## config.mk

```make
export PLATFORM = sky130hd
export DESIGN_NAME = ppio_port
export DESIGN_NICKNAME = d
export VERILOG_FILES = /design/src/logic/ppio_edge_filter.v /design/src/logic/ppio_port.v /design/src/logic/ppio_sync.v
export VERILOG_INCLUDE_DIRS = /design/src /design/src/common
export SDC_FILE = /design/constraint.sdc
export NUM_CORES = 1
export LEC_CHECK = 0
export BUFFER_PORTS_ARGS = -buffer_cell sky130_fd_sc_hd__buf_2
export CORE_UTILIZATION = 55
export DETAILED_ROUTE_END_ITERATION = 6
export PLACE_DENSITY = 0.79
export SETUP_SLACK_MARGIN = 0.02
export SLEW_MARGIN = 20
export SYNTH_ARGS = -nofsm -noshare
export SYNTH_HDL_FRONTEND = slang
export SYNTH_HIERARCHICAL = 1
export SYNTH_SLANG_ARGS = --single-unit
```

## constraint.sdc

```tcl
create_clock -name clk -period 2.6 [get_ports clk]
set_clock_uncertainty 0.2 [all_clocks]
set_input_delay 0.39 -clock clk [delete_from_list [all_inputs] [get_ports clk]]
set_output_delay 0.39 -clock clk [all_outputs]
set_load 0.02 [all_outputs]
```

## src/common/ppio_regs.vh

```
// register map, reset values and timing counts of the port pin block
// assumes byte addresses on a 32-bit AXI4-Lite bus, one word per register
`ifndef PPIO_REGS_VH
`define PPIO_REGS_VH

`define PPIO_OFF_LATCH 8'h00
`define PPIO_OFF_INPUT 8'h04
`define PPIO_OFF_DIR 8'h08
`define PPIO_OFF_DRIVE 8'h0c
`define PPIO_OFF_PULLEN 8'h10
`define PPIO_OFF_POL 8'h14
`define PPIO_OFF_ODRAIN 8'h18
`define PPIO_OFF_IEN 8'h1c
`define PPIO_OFF_IFLAG 8'h20
`define PPIO_OFF_EXTCTL 8'h24
`define PPIO_OFF_STATUS 8'h28

`define PPIO_EXT_EDGE_BIT 0
`define PPIO_EXT_EN_BIT 1
`define PPIO_STS_OC_BIT 0
`define PPIO_STS_MODE_BIT 1

`define PPIO_RST_ZERO 8'h00
`define PPIO_RST_PULLEN 8'h21
`define PPIO_RST_POL 8'h00

`define PPIO_FILT_SAMPLES 3'h4
`define PPIO_SYNC_STAGES 2

`define PPIO_RESP_OKAY 2'h0
`define PPIO_RESP_SLVERR 2'h2

`endif

```

## src/logic/ppio_edge_filter.v

```verilog
// glitch filter and edge detector for one synchronised pin
// assumes sampleIn is already synchronised to clk
`timescale 1ns/100ps
`include "ppio_regs.vh"
module ppio_edge_filter (
    clk,
    rst_b,
    sampleIn,
    risingSel,
    edgeHit
);
    input wire clk;
    input wire rst_b;
    input wire sampleIn;
    input wire risingSel;
    output reg edgeHit;

    localparam [2:0] NEED = `PPIO_FILT_SAMPLES;

    reg [2:0] passCnt_r;
    reg [2:0] actCnt_r;
    wire isActive = (sampleIn == risingSel);

    always @(posedge clk) begin
        if (!rst_b) begin
            passCnt_r <= 3'h0;
            actCnt_r <= 3'h0;
            edgeHit <= 1'b0;
        end else begin
            edgeHit <= 1'b0;
            if (!isActive) begin
                // passive sample during active run restarts the sampler
                if (actCnt_r != 3'h0) begin
                    passCnt_r <= 3'h1;
                    actCnt_r <= 3'h0;
                end else if (passCnt_r != NEED) begin
                    passCnt_r <= passCnt_r + 3'h1;
                end
            end else if (passCnt_r == NEED) begin
                if (actCnt_r == NEED - 3'h1) begin
                    edgeHit <= 1'b1;
                    passCnt_r <= 3'h0;
                    actCnt_r <= 3'h0;
                end else begin
                    actCnt_r <= actCnt_r + 3'h1;
                end
            end else begin
                passCnt_r <= 3'h0;
            end
        end
    end
endmodule

```

## src/logic/ppio_port.v

```verilog
// holds one port of general pins with AXI4-Lite register access
// assumes pins arrive asynchronously and peripherals share clk
`timescale 1ns/100ps
`include "ppio_regs.vh"
module ppio_port #(
    parameter W = 6,
    parameter HAS_LATCH = 1,
    parameter HAS_PULL = 1,
    parameter HAS_ODRAIN = 1,
    parameter HAS_INT = 1,
    parameter EXT_PIN = 5,
    parameter NMI_PIN = 0,
    parameter OC_PIN = 2
) (
    input wire clk,
    input wire rst_b,
    input wire s_axi_awvalid,
    output reg s_axi_awready,
    input wire [7:0] s_axi_awaddr,
    input wire s_axi_wvalid,
    output reg s_axi_wready,
    input wire [31:0] s_axi_wdata,
    input wire [3:0] s_axi_wstrb,
    output reg s_axi_bvalid,
    input wire s_axi_bready,
    output reg [1:0] s_axi_bresp,
    input wire s_axi_arvalid,
    output reg s_axi_arready,
    input wire [7:0] s_axi_araddr,
    output reg s_axi_rvalid,
    input wire s_axi_rready,
    output reg [31:0] s_axi_rdata,
    output reg [1:0] s_axi_rresp,
    input wire [W-1:0] pinIn,
    output reg [W-1:0] pinOut,
    output reg [W-1:0] pinOe_b,
    output reg [W-1:0] pullUpEn,
    output reg [W-1:0] pullDnEn,
    output reg [W-1:0] lowDrive,
    input wire [W-1:0] periphOwn,
    input wire [W-1:0] periphDrive,
    input wire [W-1:0] periphOut,
    output reg [W-1:0] periphIn,
    input wire debugPinIn,
    input wire overCurrentIn,
    input wire cpuIMask,
    input wire cpuXMask,
    input wire extAck,
    output reg edgeIrq,
    output reg extIrq,
    output reg nmiIrq,
    output reg resetModeStrap
);

    localparam [7:0] RST_ZERO = `PPIO_RST_ZERO;
    localparam [7:0] RST_PULLEN = `PPIO_RST_PULLEN;
    localparam [7:0] RST_POL = `PPIO_RST_POL;

    reg [W-1:0] latch_r;
    reg [W-1:0] dir_r;
    reg [W-1:0] drive_r;
    reg [W-1:0] pullEn_r;
    reg [W-1:0] pol_r;
    reg [W-1:0] odrain_r;
    reg [W-1:0] ien_r;
    reg [W-1:0] iflag_r;
    reg [W-1:0] iflag_nxt;
    reg [1:0] extCtl_r;
    reg ocFlag_r;
    reg extPend_r;
    reg extPrev_r;
    reg [7:0] awAddr_r;
    reg awHeld_r;
    reg [31:0] wData_r;
    reg [3:0] wStrb_r;
    reg wHeld_r;

    wire [W-1:0] pinSync;
    wire [W-1:0] edgeHit;
    wire [1:0] miscSync;
    wire dbgSync = miscSync[0];
    wire ocSync = miscSync[1];

    // decode shared by read and write paths
    function mapped;
        input [7:0] a;
        begin
            case (a)
                `PPIO_OFF_LATCH, `PPIO_OFF_INPUT, `PPIO_OFF_DIR, `PPIO_OFF_DRIVE,
                `PPIO_OFF_PULLEN, `PPIO_OFF_POL, `PPIO_OFF_ODRAIN, `PPIO_OFF_IEN,
                `PPIO_OFF_IFLAG, `PPIO_OFF_EXTCTL, `PPIO_OFF_STATUS: mapped = 1'b1;
                default: mapped = 1'b0;
            endcase
        end
    endfunction

    ppio_sync #(.W(W)) u_pinSync (
        .clk(clk),
        .rst_b(rst_b),
        .d(pinIn),
        .q(pinSync)
    );

    ppio_sync #(.W(2)) u_miscSync (
        .clk(clk),
        .rst_b(1'b1), // never reset, so the strap can follow the pin during reset
        .d({overCurrentIn, debugPinIn}),
        .q(miscSync)
    );

    genvar g;
    generate
        for (g = 0; g < W; g = g + 1) begin : gFilt
            ppio_edge_filter u_filt (
                .clk(clk),
                .rst_b(rst_b),
                .sampleIn(pinSync[g]),
                .risingSel(pol_r[g]),
                .edgeHit(edgeHit[g])
            );
        end
    endgenerate

    // write channel: address and data taken in either order
    wire doWrite = awHeld_r && wHeld_r && !s_axi_bvalid;
    wire wrLane = wStrb_r[0];
    wire [W-1:0] wrBits = wData_r[W-1:0];
    wire wrHit = doWrite && wrLane;

    always @(posedge clk) begin
        if (!rst_b) begin
            s_axi_awready <= 1'b1;
            s_axi_wready <= 1'b1;
            awHeld_r <= 1'b0;
            wHeld_r <= 1'b0;
            awAddr_r <= 8'h00;
            wData_r <= 32'h00000000;
            wStrb_r <= 4'h0;
            s_axi_bvalid <= 1'b0;
            s_axi_bresp <= `PPIO_RESP_OKAY;
        end else begin
            if (s_axi_awvalid && s_axi_awready) begin
                awAddr_r <= s_axi_awaddr;
                awHeld_r <= 1'b1;
                s_axi_awready <= 1'b0;
            end
            if (s_axi_wvalid && s_axi_wready) begin
                wData_r <= s_axi_wdata;
                wStrb_r <= s_axi_wstrb;
                wHeld_r <= 1'b1;
                s_axi_wready <= 1'b0;
            end
            if (doWrite) begin
                s_axi_bvalid <= 1'b1;
                s_axi_bresp <= mapped(awAddr_r) ? `PPIO_RESP_OKAY : `PPIO_RESP_SLVERR;
                awHeld_r <= 1'b0;
                wHeld_r <= 1'b0;
            end
            if (s_axi_bvalid && s_axi_bready) begin
                s_axi_bvalid <= 1'b0;
                s_axi_awready <= 1'b1;
                s_axi_wready <= 1'b1;
            end
        end
    end

    // configuration registers, writable at any time
    always @(posedge clk) begin
        if (!rst_b) begin
            latch_r <= RST_ZERO[W-1:0];
            dir_r <= RST_ZERO[W-1:0];
            drive_r <= RST_ZERO[W-1:0];
            pullEn_r <= RST_PULLEN[W-1:0];
            pol_r <= RST_POL[W-1:0];
            odrain_r <= RST_ZERO[W-1:0];
            ien_r <= RST_ZERO[W-1:0];
            extCtl_r <= 2'h0;
        end else if (wrHit) begin
            case (awAddr_r)
                `PPIO_OFF_LATCH: if (HAS_LATCH != 0) latch_r <= wrBits;
                `PPIO_OFF_DIR: dir_r <= wrBits;
                `PPIO_OFF_DRIVE: drive_r <= wrBits;
                `PPIO_OFF_PULLEN: if (HAS_PULL != 0) pullEn_r <= wrBits;
                `PPIO_OFF_POL: pol_r <= wrBits;
                `PPIO_OFF_ODRAIN: if (HAS_ODRAIN != 0) odrain_r <= wrBits;
                `PPIO_OFF_IEN: if (HAS_INT != 0) ien_r <= wrBits;
                `PPIO_OFF_EXTCTL: extCtl_r <= wData_r[1:0];
                default: extCtl_r <= extCtl_r; // input register is not writable
            endcase
        end
    end

    // flags: hardware set beats software clear
    always @* begin
        iflag_nxt = iflag_r;
        if (wrHit && awAddr_r == `PPIO_OFF_IFLAG) begin
            iflag_nxt = iflag_nxt & ~wrBits;
        end
        iflag_nxt = iflag_nxt | edgeHit;
        if (HAS_INT == 0) begin
            iflag_nxt = {W{1'b0}};
        end
    end

    wire ocClr = wrHit && awAddr_r == `PPIO_OFF_STATUS && wData_r[`PPIO_STS_OC_BIT];
    wire extFall = extPrev_r && !pinSync[EXT_PIN];
    wire extEn = extCtl_r[`PPIO_EXT_EN_BIT];
    wire extEdgeMode = extCtl_r[`PPIO_EXT_EDGE_BIT];

    always @(posedge clk) begin
        if (!rst_b) begin
            iflag_r <= RST_ZERO[W-1:0];
            ocFlag_r <= 1'b0;
            extPend_r <= 1'b0;
            extPrev_r <= 1'b1;
            edgeIrq <= 1'b0;
            extIrq <= 1'b0;
            nmiIrq <= 1'b0;
            // strap follows the debug pin while reset is held
            resetModeStrap <= dbgSync;
        end else begin
            iflag_r <= iflag_nxt;
            ocFlag_r <= ocSync | (ocFlag_r & ~ocClr);
            extPrev_r <= pinSync[EXT_PIN];
            // pending edge drops when the enable goes away
            extPend_r <= extEn && (extFall || (extPend_r && !extAck));
            edgeIrq <= |(iflag_r & ien_r);
            extIrq <= extEn && !cpuIMask &&
                (extEdgeMode ? extPend_r : !pinSync[EXT_PIN]);
            nmiIrq <= !cpuXMask && !pinSync[NMI_PIN];
        end
    end

    // read channel, answered the cycle after the address is taken
    reg [31:0] rdVal;
    always @* begin
        rdVal = 32'h00000000;
        case (s_axi_araddr)
            `PPIO_OFF_LATCH: begin
                if (HAS_LATCH != 0) begin
                    // direction picks the source even under peripheral use
                    rdVal[W-1:0] = (dir_r & latch_r) | (~dir_r & pinSync);
                end
            end
            `PPIO_OFF_INPUT: rdVal[W-1:0] = pinSync;
            `PPIO_OFF_DIR: rdVal[W-1:0] = dir_r;
            `PPIO_OFF_DRIVE: rdVal[W-1:0] = drive_r;
            `PPIO_OFF_PULLEN: rdVal[W-1:0] = pullEn_r;
            `PPIO_OFF_POL: rdVal[W-1:0] = pol_r;
            `PPIO_OFF_ODRAIN: rdVal[W-1:0] = odrain_r;
            `PPIO_OFF_IEN: rdVal[W-1:0] = ien_r;
            `PPIO_OFF_IFLAG: rdVal[W-1:0] = iflag_r;
            `PPIO_OFF_EXTCTL: rdVal[1:0] = extCtl_r;
            `PPIO_OFF_STATUS: begin
                rdVal[`PPIO_STS_OC_BIT] = ocFlag_r;
                rdVal[`PPIO_STS_MODE_BIT] = resetModeStrap;
            end
            default: rdVal = 32'h00000000;
        endcase
    end

    always @(posedge clk) begin
        if (!rst_b) begin
            s_axi_arready <= 1'b1;
            s_axi_rvalid <= 1'b0;
            s_axi_rdata <= 32'h00000000;
            s_axi_rresp <= `PPIO_RESP_OKAY;
        end else begin
            if (s_axi_arvalid && s_axi_arready) begin
                s_axi_arready <= 1'b0;
                s_axi_rvalid <= 1'b1;
                s_axi_rdata <= rdVal;
                s_axi_rresp <= mapped(s_axi_araddr) ? `PPIO_RESP_OKAY : `PPIO_RESP_SLVERR;
            end else if (s_axi_rvalid && s_axi_rready) begin
                s_axi_rvalid <= 1'b0;
                s_axi_arready <= 1'b1;
            end
        end
    end

    // pin control; registered so every pad signal comes from a flop
    reg [W-1:0] outNxt;
    reg [W-1:0] oeNxt;
    reg [W-1:0] upNxt;
    reg [W-1:0] dnNxt;
    reg [W-1:0] lowNxt;
    reg effDir;
    reg value;
    integer i;
    always @* begin
        effDir = 1'b0;
        value = 1'b0;
        outNxt = {W{1'b0}};
        oeNxt = {W{1'b1}};
        upNxt = {W{1'b0}};
        dnNxt = {W{1'b0}};
        lowNxt = {W{1'b0}};
        for (i = 0; i < W; i = i + 1) begin
            // peripheral overrides the direction bit
            effDir = periphOwn[i] ? periphDrive[i] : dir_r[i];
            // latch reaches the pad only in general-purpose output use
            value = periphOwn[i] ? periphOut[i] : latch_r[i];
            if (HAS_LATCH == 0 && !periphOwn[i]) begin
                effDir = 1'b0;
            end
            if (i == OC_PIN && ocFlag_r) begin
                // over-current forces low until the flag is cleared
                outNxt[i] = 1'b0;
                oeNxt[i] = 1'b0;
            end else if (effDir) begin
                outNxt[i] = value;
                // wired-or: a high is released rather than driven
                oeNxt[i] = odrain_r[i] & value;
                lowNxt[i] = drive_r[i];
            end
            if (pullEn_r[i]) begin
                if (!effDir) begin
                    upNxt[i] = ~pol_r[i];
                    dnNxt[i] = pol_r[i];
                end else if (odrain_r[i]) begin
                    upNxt[i] = ~pol_r[i];
                end
            end
        end
    end

    always @(posedge clk) begin
        if (!rst_b) begin
            pinOut <= {W{1'b0}};
            pinOe_b <= {W{1'b1}};
            pullUpEn <= {W{1'b0}};
            pullDnEn <= {W{1'b0}};
            lowDrive <= {W{1'b0}};
            periphIn <= {W{1'b0}};
        end else begin
            pinOut <= outNxt;
            pinOe_b <= oeNxt;
            pullUpEn <= upNxt;
            pullDnEn <= dnNxt;
            lowDrive <= lowNxt;
            periphIn <= pinSync;
        end
    end
endmodule

```

## src/logic/ppio_sync.v

```verilog
// two-flop synchroniser for a vector of pin levels
// assumes each bit is an independent level from outside the clock domain
`timescale 1ns/100ps
module ppio_sync #(
    parameter W = 1
) (
    clk,
    rst_b,
    d,
    q
);
    input wire clk;
    input wire rst_b;
    input wire [W-1:0] d;
    output reg [W-1:0] q;

    reg [W-1:0] meta_r;

    // meta_r feeds q only
    always @(posedge clk) begin
        if (!rst_b) begin
            meta_r <= {W{1'b0}};
            q <= {W{1'b0}};
        end else begin
            meta_r <= d;
            q <= meta_r;
        end
    end
endmodule

```

After elaboration in Yosys (flattened, before gate mapping). Cells that the tools add are included.

Output and inout bits: 81. Logic and storage cells: 377. Input port bits: 88. Register bits: 183.

Eq/ne operators: 56. Reductions and logical operators: 94. Mux-type cells: 102. $add $sub $neg: 12. Bitwise gates (word level): 31.

Operator list (number): two-way mux 3 bit (54); == test 8 x 5 -> 1 bit, second input constant (8); AND reduction 2 bit (31); == test 8 x 6 -> 1 bit, second input constant (6); two-way mux 1 bit (43); adder 3 x 1 -> 3 bit, second input constant (12); != test 3 bit, second input constant (12); one-hot mux 4 bit (9 select lines) (1); nonzero test 3 bit (12); == test 8 x 4 -> 1 bit, second input constant (4); bitwise AND 6 bit (4); one-hot mux 2 bit (11 select lines) (1); OR reduction 11 bit (2); OR reduction 3 bit (7); == test 3 x 2 -> 1 bit, second input constant (6); == test 3 bit, second input constant (6); AND reduction 3 bit (6); logical AND 1 bit (17); == test 8 x 3 -> 1 bit, second input constant (2); zero test 8 bit (2); inverter 1 bit (15); nonzero test 2 bit (7); != test 2 bit, second input constant (6); inverter 6 bit (2); 10 further kinds (29).

Logic depth before layout (Yosys ltp). Gate-level depths: netlist of the first run.

Depth in word-level cells: 8. Mapped depth: 7. Gate-level depth less buffers: 5.

By module. Netlist of the first run, hierarchy kept.

By module, submodules not included: ppio_port (times used 1, area an instance 5322.6 µm², cells each 598, sequential area each 2472.4 µm²); ppio_edge_filter (times used 6, area an instance 405.4 µm², cells each 44, sequential area each 140.1 µm²); ppio_sync (u_pinSync) (times used 1, area an instance 336.6 µm², cells each 25, sequential area each 240.2 µm²); ppio_sync (u_miscSync) (times used 1, area an instance 105.1 µm², cells each 8, sequential area each 80.1 µm²).

Worst setup path before layout of the first run. OpenSTA, ideal clock, no wires.

Path kind: reg2reg. Start: register awAddr_r[7]. End: register pullEn_r[0]. Required time: 2.271 ns. Slack: 0.294 ns. Cell stages (with the launch flop): 8. Clock period less this slack: 2.306 ns. Data arrival time: 1.978 ns. Path through: dfxtp_1 > or4_1 > buf_2 > or3_1 > buf_6 > nor3_4 > mux2i_1 > nand2_1.

Word-level cells in the longest chain between the ends: 2.

Ends and longest elaborated chain: from (decl) (line ppio_port.v:72) `reg [7:0] awAddr_r;`; from (signal assigned) (line ppio_port.v:143) `awAddr_r <= s_axi_awaddr;`; == test 8 x 5 -> 1 bit (line ppio_port.v:179) `case (awAddr_r)`; AND reduction 2 bit (no line); to (signal assigned) (line ppio_port.v:173) `pullEn_r <= RST_PULLEN[W-1:0];`; to (signal assigned) (line ppio_port.v:183) `` `PPIO_OFF_PULLEN: if (HAS_PULL != 0) pullEn_r <= wrBits; ``; to (decl) (line ppio_port.v:62) `reg [W-1:0] pullEn_r;`.

Every way passes these cells. A chain may end at the register's enable or synchronous reset.

Worst setup path after layout of the first run.
Start: register awAddr_r[7]. End: register pol_r[0].

Word-level cells in the longest chain between the ends: 2.

Ends and longest elaborated chain: == test 8 x 5 -> 1 bit (line ppio_port.v:179); AND reduction 2 bit (no line); to (signal assigned) (line ppio_port.v:174) `pol_r <= RST_POL[W-1:0];`; to (signal assigned) (line ppio_port.v:184) `` `PPIO_OFF_POL: pol_r <= wrBits; ``; to (decl) (line ppio_port.v:63) `reg [W-1:0] pol_r;`.

Every way passes these cells.

==> impl_metrics.csv, run 1 <==
group,metric,value,unit
final_layout,reg.largest.list,"gFilt.u_filt/actCnt_r (18), gFilt.u_filt/passCnt_r (18), awAddr_r (8)",
outcome,outcome,"finished, final reports clean",
grt,grt_use_met1,0.342,
placement,dp_slack,0.198,ns
die,dieArea,0.0154,mm²
critical_path,crit_type,"register to register",
final_layout,fin_util,0.666,
clocking,numCtsBuffers,17,
power_and_ir_drop,powerDensity,649,mW/mm²
power_and_ir_drop,p_leak,4.10,nW
final_layout,n_fill_cell,1162,
final_layout,syn2layout_area_growth,18.1,%
synth,synth_area_per_cell,9.16,µm²
grt,grt_pass1_wl,30.8,mm
final_layout,stdcell_count,1215,
route,first_pass_iters,5,
clocking,cts.clk_slew.worst_paths,0.06,ns
synth,postSynthCellCount,895,
final_layout,drive_gt1_frac,0.190,
die,die_y,124,µm
critical_path,endpoint_kind,"register",
worst_hold_path,hold_class,"primary input to register",
synth,synth_ff_type,"dfxtp_1",
critical_path,crit_buf_inv,0,
synth,synthSimpleGateAreaFrac,0.203,
placement,hpwlAfterDp,13.5,mm
die,num_rows,44,
clocking,cts_root_buf,"clkbuf_16",
sta,timing.slew.headroom,0.660,
route,via_count,6901,
grt,gr-max-usage-layer,"met2",
placement,place_congestion,0.935,
clocking,cts_tree,"built",
clocking,clockBufferDepth,2,
die,start_util,0.564,
clocking,post_cts_resized,0,
clocking,cts.sinks,181,
synth,synth_edf_count,1,
power_and_ir_drop,p_total,0.00628,W
critical_path,startpoint_type,"register",
grt,grt_max_degree,36,
sta,finalHoldViolations,0,
synth,synth_cell_types,62,
grt,met3_usage,0.0545,
route,drtAntennaViolNets,0,
grt,antenna_found_initial,1,
route,drc,0,
placement,place.port_buffers,111,
critical_path,crit_path_top_delay_cell,"or4_1",
synth,async_flop_share,0,
run,max-cap-violations,0,
grt,grt_usage,0.260,
route,wl_per_cell,15.9,µm
die,coreArea,0.0145,mm²
synth,synthXorXnorAreaFrac,0.0238,
synth,syn_area,0.00820,mm²
die,die_w,124,µm
synth,muxShareOfSynthArea,0.0852,
sta,max_freq,409,MHz
critical_path,slowest_delay,0.63,ns
final_layout,final_cell_mix,"dfxtp_1 (180), buf_2 (111), nor2_1 (67)",
synth,ys.warnings.count,6,
sta,setup_viol,0,
critical_path,crit_path_max_fanout,6,
clocking,insertion_delay,0.44,ns
sta,fin_ws,0.156,ns
power_and_ir_drop,ir_drop,0.000440,V
route,routed_wl,19.3,mm
route,viasPerCell,5.68,
sta,period_share,0.940,
final_layout,layout.nets,1130,
synth,synthAdderAreaFrac,0.0366,
placement,dp.cells,1173,
die,io_pins,169,
sta,maxSlewViolCount,0,
synth,ys_ff_latch,181,
route,drtIter0Drc,579,
sta,setup_tns,0,ns
critical_path,cp_data_required_time,2.72,ns
clocking,htreeDepth,4,
critical_path,cp.arrival,2.56,ns
synth,synth_compound_area_frac,0.142,
sta,finalCriticalPeriod,2.44,ns
sta,rsz0062_at_grt,"no",
grt,gr-usage-met2,0.422,
sta,worst_slew_pin_slew,0.506,ns
synth,synth_top_family_by_area,"simple AND/OR/NAND/NOR gates",
critical_path,cp_top_family,"simple AND/OR/NAND/NOR gates",
critical_path,cp_cell_sequence,"or4_1, nor3_1, or3b_1, mux2i_1, nor2_1",
synth,ys_seq_area_frac,0.443,
grt,grt-ovfl-total,0,
grt,grt_pass1_vias,6247,
final_layout,layout_commonest_cell,"dfxtp_1",
-- stage by stage --
stage	cell area [µm²]	hold slack (ns)
floorplan	8310	0.186
global placement	8890	0.188
detailed placement	8890	0.192
CTS	9680	0.00509
global route	9680	0.0233
finish	9680	0.00770
-- cells in the mapped netlist, types with 10 or more instances --
cell      instances  area [µm²]
ha_1             24         300
nor2b_1          10        62.6
a31oi_1          15        93.8
nor2_1           67         251
a21o_1           15         113
dfxtp_1         180        3600
and2_1           24         150
nand2b_1         17         106
clkbuf_1         29         109
nor3_1           13        65.1
inv_1            45         169
nand3_1          65         325
a21oi_1          56         280
buf_4            28         210
o21ai_0          27         135
nor4_1           11        68.8
mux2i_1          63         631
nand2_1          53         199
-- where the power goes --
group	switching (W)	leakage [nW]	internal [W]
registers	0.0000586	1.47	0.00283
logic	0.000261	2.28	0.000158
clock network	0.00106	0.342	0.00192
-- tightest hold or removal path, stage by stage --
cell and delay [ns]:
buf_2 0.10, nand3_1 0.05, a21oi_1 0.05
-- worst paths after layout --
kind / slack [ns] / from / to / cells past startpoint
worst max-delay path: 0.16 / awAddr_r[7] / pol_r[0] / 5
worst min-delay path: 0.008 / s_axi_awaddr[4] / awAddr_r[4] / 3
worst max register to register: 0.16 / awAddr_r[7] / pol_r[0] / 5
worst min register to register: 0.23 / u_miscSync/q[0] / resetModeStrap / 0
-- what timing repair did --
item,CTS,global route
endpoints found under the hold margin,10,0
setup buffers,0,0
hold buffers,10,0
-- cell families after synthesis --
logic type,count (synthesis)
simple gates,317
flops,181
compound gates,180
buf+inv,111
mux,68
fa+ha+maj,24
xor+xnor,12
other cells,2
-- area by class of cell --
| cell class | count | area (µm²) | share of cell area |
|---|---|---|---|
| multi-input cells | 633 | 4140 | 0.427 |
| flip-flops and latches | 181 | 3630 | 0.375 |
| repair buffers | 139 | 816 | 0.0843 |
| clock buffers | 22 | 494 | 0.0511 |
| well taps | 184 | 230 | 0.0238 |
| clock inverters | 9 | 195 | 0.0202 |
| inverters | 46 | 173 | 0.0178 |
| diodes | 1 | 2.50 | 0.000259 |
-- metal layers --
metal / up-vias / share of wire
li1: 3353 / -
met1: 3246 / 0.45
met4: 0 / 0.021
met3: 35 / 0.064
met2: 267 / 0.46
met5: - / 0
No activity file was read; power rests on OpenSTA's default activity.
==> run 2, diff against run 1 <==
CORE_UTILIZATION = 50   (was 55)
PLACE_DENSITY = 0.76   (was 0.79)
clock period = 2.1 ns   (was 2.6 ns; I/O delays follow)
==> impl_metrics.csv, run 2 (synthesis results as in run 1) <==
group,metric,value,unit
route,routed_wl,20.6,mm
grt,grt-ovfl-total,0,
final_layout,final_area,0.0102,mm²
die,coreArea,0.0159,mm²
clocking,cts_root_buf,"clkbuf_16",
clocking,clockBufferDepth,2,
critical_path,r2r-end,"dir_r[3]",
sta,finalCriticalPeriod,2.12,ns
critical_path,cp_data_required_time,2.22,ns
final_layout,seqCellArea,0.00363,mm²
route,first_pass_iters,5,
clocking,cts.clk_slew.worst_paths,0.08,ns
route,wl_per_cell,15.9,µm
final_layout,n_fill_cell,1312,
clocking,cts.sinks,181,
grt,grt_pass1_vias,6741,
grt,grt_usage,0.253,
placement,place_area,0.00910,mm²
sta,setup_tns,-0.0595,ns
die,die_w,130,µm
sta,period_share,1.01,
final_layout,layout_commonest_cell,"dfxtp_1",
sta,rsz0062_at_grt,"yes",
die,io_pins,169,
critical_path,timing.rr.start,"s_axi_bvalid",
critical_path,crit_path_max_fanout,6,
worst_hold_path,holdCritStartpoint,"s_axi_wvalid",
final_layout,drive_gt1_frac,0.212,
route,drc,0,
die,num_rows,46,
grt,grt_max_degree,56,
clocking,post-cts-setup-buffer-count,0,
power_and_ir_drop,ir_drop,0.000533,V
final_layout,syn2layout_area_growth,24.1,%
die,die_y,130,µm
die,dieArea,0.0169,mm²
route,drtAntennaViolNets,0,
grt,grt_pass1_wl,33.1,mm
outcome,outcome,"complete, but fails checks",
critical_path,cp.arrival,2.24,ns
placement,dp_slack,-0.165,ns
final_layout,final_cell_mix,"dfxtp_1 (180), buf_2 (111), nor2_1 (66)",
final_layout,layout.nets,1182,
clocking,htreeDepth,4,
run,max-cap-violations,0,
critical_path,endpoint_kind,"register",
placement,place_congestion,0.975,
placement,place.port_buffers,111,
clocking,cts_tree,"built",
clocking,insertion_delay,0.44,ns
sta,fin_ws,-0.0219,ns
critical_path,reg2regPathDepth,6,
critical_path,reg2reg_setup_slack,-0.02,ns
sta,timing.slew.headroom,0.624,
worst_hold_path,whs_path_depth,3,
worst_hold_path,hold_class,"primary input to register",
sta,setup_viol,5,
power_and_ir_drop,p_leak,4.28,nW
clocking,numCtsBuffers,17,
outcome,violations,"negative setup slack",
final_layout,multi_input_area,0.00419,mm²
critical_path,crit_type,"register to register",
sta,finalHoldViolations,0,
critical_path,startpoint_type,"register",
sta,max_freq,471,MHz
sta,maxSlewViolCount,0,
die,start_util,0.514,
route,drtIter0Drc,475,
final_layout,antenna_cells,0,
worst_hold_path,min_to,"wData_r[1]",
final_layout,reg.largest.list,"gFilt.u_filt/actCnt_r (18), gFilt.u_filt/passCnt_r (18), awAddr_r (8)",
grt,antenna_found_initial,0,
placement,hpwlAfterDp,14.1,mm
sta,worst_slew_pin_slew,0.563,ns
power_and_ir_drop,powerDensity,724,mW/mm²
route,via_count,7140,
route,viasPerCell,5.50,
## run 2: what timing repair did
item | 4_1_cts | 5_1_grt
hold buffers | 41 | 0
gates resized for setup | 10 | 7
endpoints found under the hold margin | 41 | 0
cloned | 0 | 0
pin swaps | 1 | 3
setup endpoints to repair | 28 | 36
## run 2: how the worst max path moves through the flow
| stage | startpoint | endpoint | slack, ns | depth (start not counted) |
|---|---|---|---|---|
| final | s_axi_bvalid | dir_r[3] | -0.02 | 6 |
| after global routing | s_axi_bvalid | dir_r[0] | -0.14 | 6 |
| after CTS | awAddr_r[0] | pullEn_r[0] | -0.02 | 6 |
| after detailed placement | awAddr_r[7] | pol_r[3] | -0.16 | 5 |
| after global placement | awAddr_r[7] | pol_r[5] | -0.12 | 5 |
| after floorplan | awAddr_r[7] | pullEn_r[0] | -0.16 | 7 |
## run 2: worst max-delay path, stage by stage (launching register included)
cell and delay (ns):
dfxtp_1 0.35, nand4b_1 0.22, nor3b_1 0.53, and2_1 0.26, buf_4 0.18, mux2i_1 0.21, nor2_1 0.06
## run 2: metal layers
layer	wire, µm	vias to the layer above	track usage
li1	-	3455	-
met1	8980	3363	0.319
met2	9540	264	0.410
met3	1340	58	0.0574
met4	737	0	0.117
met5	0	-	0
## run 2: metrics by stage
step / power, W / hold slack (ns) / cells / utilization
floorplan: 0.00401 / 0.186 / 925 / -
global placement: 0.00416 / 0.186 / 1226 / 0.571
detailed placement: 0.00417 / 0.189 / 1226 / 0.571
CTS: 0.00740 / 0.00133 / 1299 / 0.636
global route: 0.00762 / 0.0307 / 1299 / 0.638
finish: 0.00737 / 0.0175 / 1299 / 0.638
## run 2: final cells by class
class,count,share of cell area
inverter,46,0.0170
timing repair buffer,191,0.128
sequential,181,0.357
clock buffer,18,0.0432
tap,216,0.0266
clock inverter,14,0.0156
multi-input combinational,633,0.412
## run 2: power breakdown
part	internal (W)	switching [W]	leakage (nW)
logic	0.000260	0.000354	2.52
clock network	0.00173	0.00146	0.289
registers	0.00350	0.0000694	1.47
==> run 3, diff against run 2 <==
RECOVER_POWER = 25   (was unset)
==> impl_metrics.csv, run 3 (synthesis results as in run 1) <==
group,metric,value,unit
worst_hold_path,hold_class,"primary input to register",
critical_path,crit_buf_inv,1,
die,die_w,130,µm
die,coreArea,0.0159,mm²
power_and_ir_drop,ir_drop,0.000535,V
route,wl_per_cell,15.8,µm
clocking,clockBufferDepth,2,
run,max-cap-violations,0,
route,drc,0,
route,drtIter0Drc,522,
placement,hpwlAfterDp,14.1,mm
power_and_ir_drop,switching_share,0.256,
final_layout,fin_util,0.637,
clocking,cts_root_buf,"clkbuf_16",
final_layout,drive_gt1_frac,0.209,
route,via_count,7110,
final_layout,final_cell_mix,"dfxtp_1 (180), buf_2 (109), nor2_1 (66)",
grt,grt_usage,0.253,
final_layout,layout_commonest_cell,"dfxtp_1",
power_and_ir_drop,internal-power,0.00548,W
grt,grt_pass1_wl,33.1,mm
die,start_util,0.514,
die,dieArea,0.0169,mm²
route,drtAntennaViolNets,0,
grt,grt_max_degree,56,
outcome,outcome,"complete, but fails checks",
grt,antenna_found_initial,0,
critical_path,crit_path_top_delay_cell,"nor3b_1",
sta,setup_viol,5,
critical_path,endpoint_kind,"register",
sta,finalHoldViolations,0,
critical_path,cp_data_required_time,2.22,ns
placement,place_congestion,0.975,
power_and_ir_drop,p_total,0.00737,W
sta,finalCriticalPeriod,2.12,ns
critical_path,crit_type,"register to register",
critical_path,startpoint_type,"register",
sta,timing.slew.headroom,0.620,
power_and_ir_drop,p_comb_frac,0.083,
power_and_ir_drop,powerDensity,726,mW/mm²
sta,worst_slew_pin_slew,0.569,ns
outcome,violations,"negative setup slack",
final_layout,layout.nets,1182,
sta,max_freq,471,MHz
route,routed_wl,20.6,mm
power_and_ir_drop,p_leak,4.26,nW
route,first_pass_iters,5,
sta,fin_ws,-0.0218,ns
power_and_ir_drop,seqPwrFrac,0.484,
sta,maxSlewViolCount,0,
clocking,cts.clk_slew.worst_paths,0.08,ns
clocking,post-cts-setup-buffer-count,0,
clocking,htreeDepth,4,
final_layout,reg.largest.list,"gFilt.u_filt/actCnt_r (18), gFilt.u_filt/passCnt_r (18), awAddr_r (8)",
grt,grt-ovfl-total,0,
die,io_pins,169,
critical_path,slowest_delay,0.53,ns
route,viasPerCell,5.47,
clocking,cts_tree,"built",
critical_path,cp_cell_sequence,"nand4b_1, nor3b_1, and2_1, buf_4, mux2i_1, nor2_1",
critical_path,crit_path_max_fanout,6,
final_layout,antenna_cells,0,
sta,rsz0062_at_grt,"yes",
clocking,insertion_delay,0.44,ns
clocking,numCtsBuffers,17,
grt,grt_pass1_vias,6741,
clocking,cts.sinks,181,
critical_path,cp.arrival,2.24,ns
sta,period_share,1.01,
power_and_ir_drop,p_sw,0.00189,W
die,die_y,130,µm
placement,dp.cells,1226,
sta,setup_tns,-0.0570,ns
die,num_rows,46,
placement,place.port_buffers,111,
critical_path,cp_top_family,"simple AND/OR/NAND/NOR gates",
power_and_ir_drop,clkPwrFrac,0.433,
final_layout,syn2layout_area_growth,24.0,%
final_layout,stdcell_count,1299,
[run 3: cell types whose count changed in the layout (fill, tap and decap cells not counted)]
cell | previous run | this run
clkbuf_1 | 0 | 4
buf_4 | 33 | 30
and2_0 | 0 | 2
and2_1 | 23 | 21
buf_2 | 111 | 109
clkbuf_2 | 0 | 1
[run 3: area by class of cell]
cell class	count	area, µm²
Fill cell	1314	5780
Clock inverter	14	159
Tap cell	216	270
Multi-Input combinational cell	633	4190
Sequential cell	181	3630
Clock buffer	18	439
Inverter	46	173
Timing Repair Buffer	191	1290
[run 3: layer usage]
| layer | part of all wire | track usage | up-vias | wire, µm |
|---|---|---|---|---|
| met4 | 0.035 | 0.117 | 0 | 711 |
| met2 | 0.46 | 0.410 | 262 | 9530 |
| met1 | 0.43 | 0.319 | 3335 | 8920 |
| met3 | 0.068 | 0.0574 | 54 | 1410 |
| met5 | 0 | 0 | - | 0 |
| li1 | - | - | 3459 | - |
[run 3: what timing repair did]
action,CTS,global route
hold endpoints to repair,41,0
pin swaps,1,3
gates cloned,0,0
setup endpoints to repair,28,36
hold buffers,41,0
gates resized for setup,10,7
[run 3: worst paths after layout]
check | startpoint | to | slack (ns) | depth (start not counted)
max | s_axi_bvalid | dir_r[3] | -0.02 | 6
min reg2reg | u_miscSync/q[0] | resetModeStrap | 0.21 | 0
min | s_axi_wvalid | wData_r[1] | 0.02 | 3
max reg2reg | s_axi_bvalid | dir_r[3] | -0.02 | 6
[run 3: power groups by stage]
stage                     Sequential (W)  Combinational [W]  Clock [W]
final                            0.00357           0.000612    0.00319
after global routing             0.00358           0.000668    0.00337
after CTS                        0.00356           0.000598    0.00324
after detailed placement         0.00364           0.000525          0
after global placement           0.00364           0.000518          0
after floorplan                  0.00364           0.000365          0
[run 3: tightest hold or removal path, stage by stage]
cell	delay (ns)
buf_2	0.15
nand3_1	0.09
a21oi_1	0.05
[run 3: metrics by stage]
step	setup slack [ns]	hold WS [ns]	area, µm²
after floorplan	-0.161	0.186	8310
after global placement	-0.123	0.186	9100
after detailed placement	-0.165	0.189	9100
after CTS	-0.0191	0.00133	10100
after global routing	-0.142	0.0307	10200
final	-0.0218	0.0195	10200
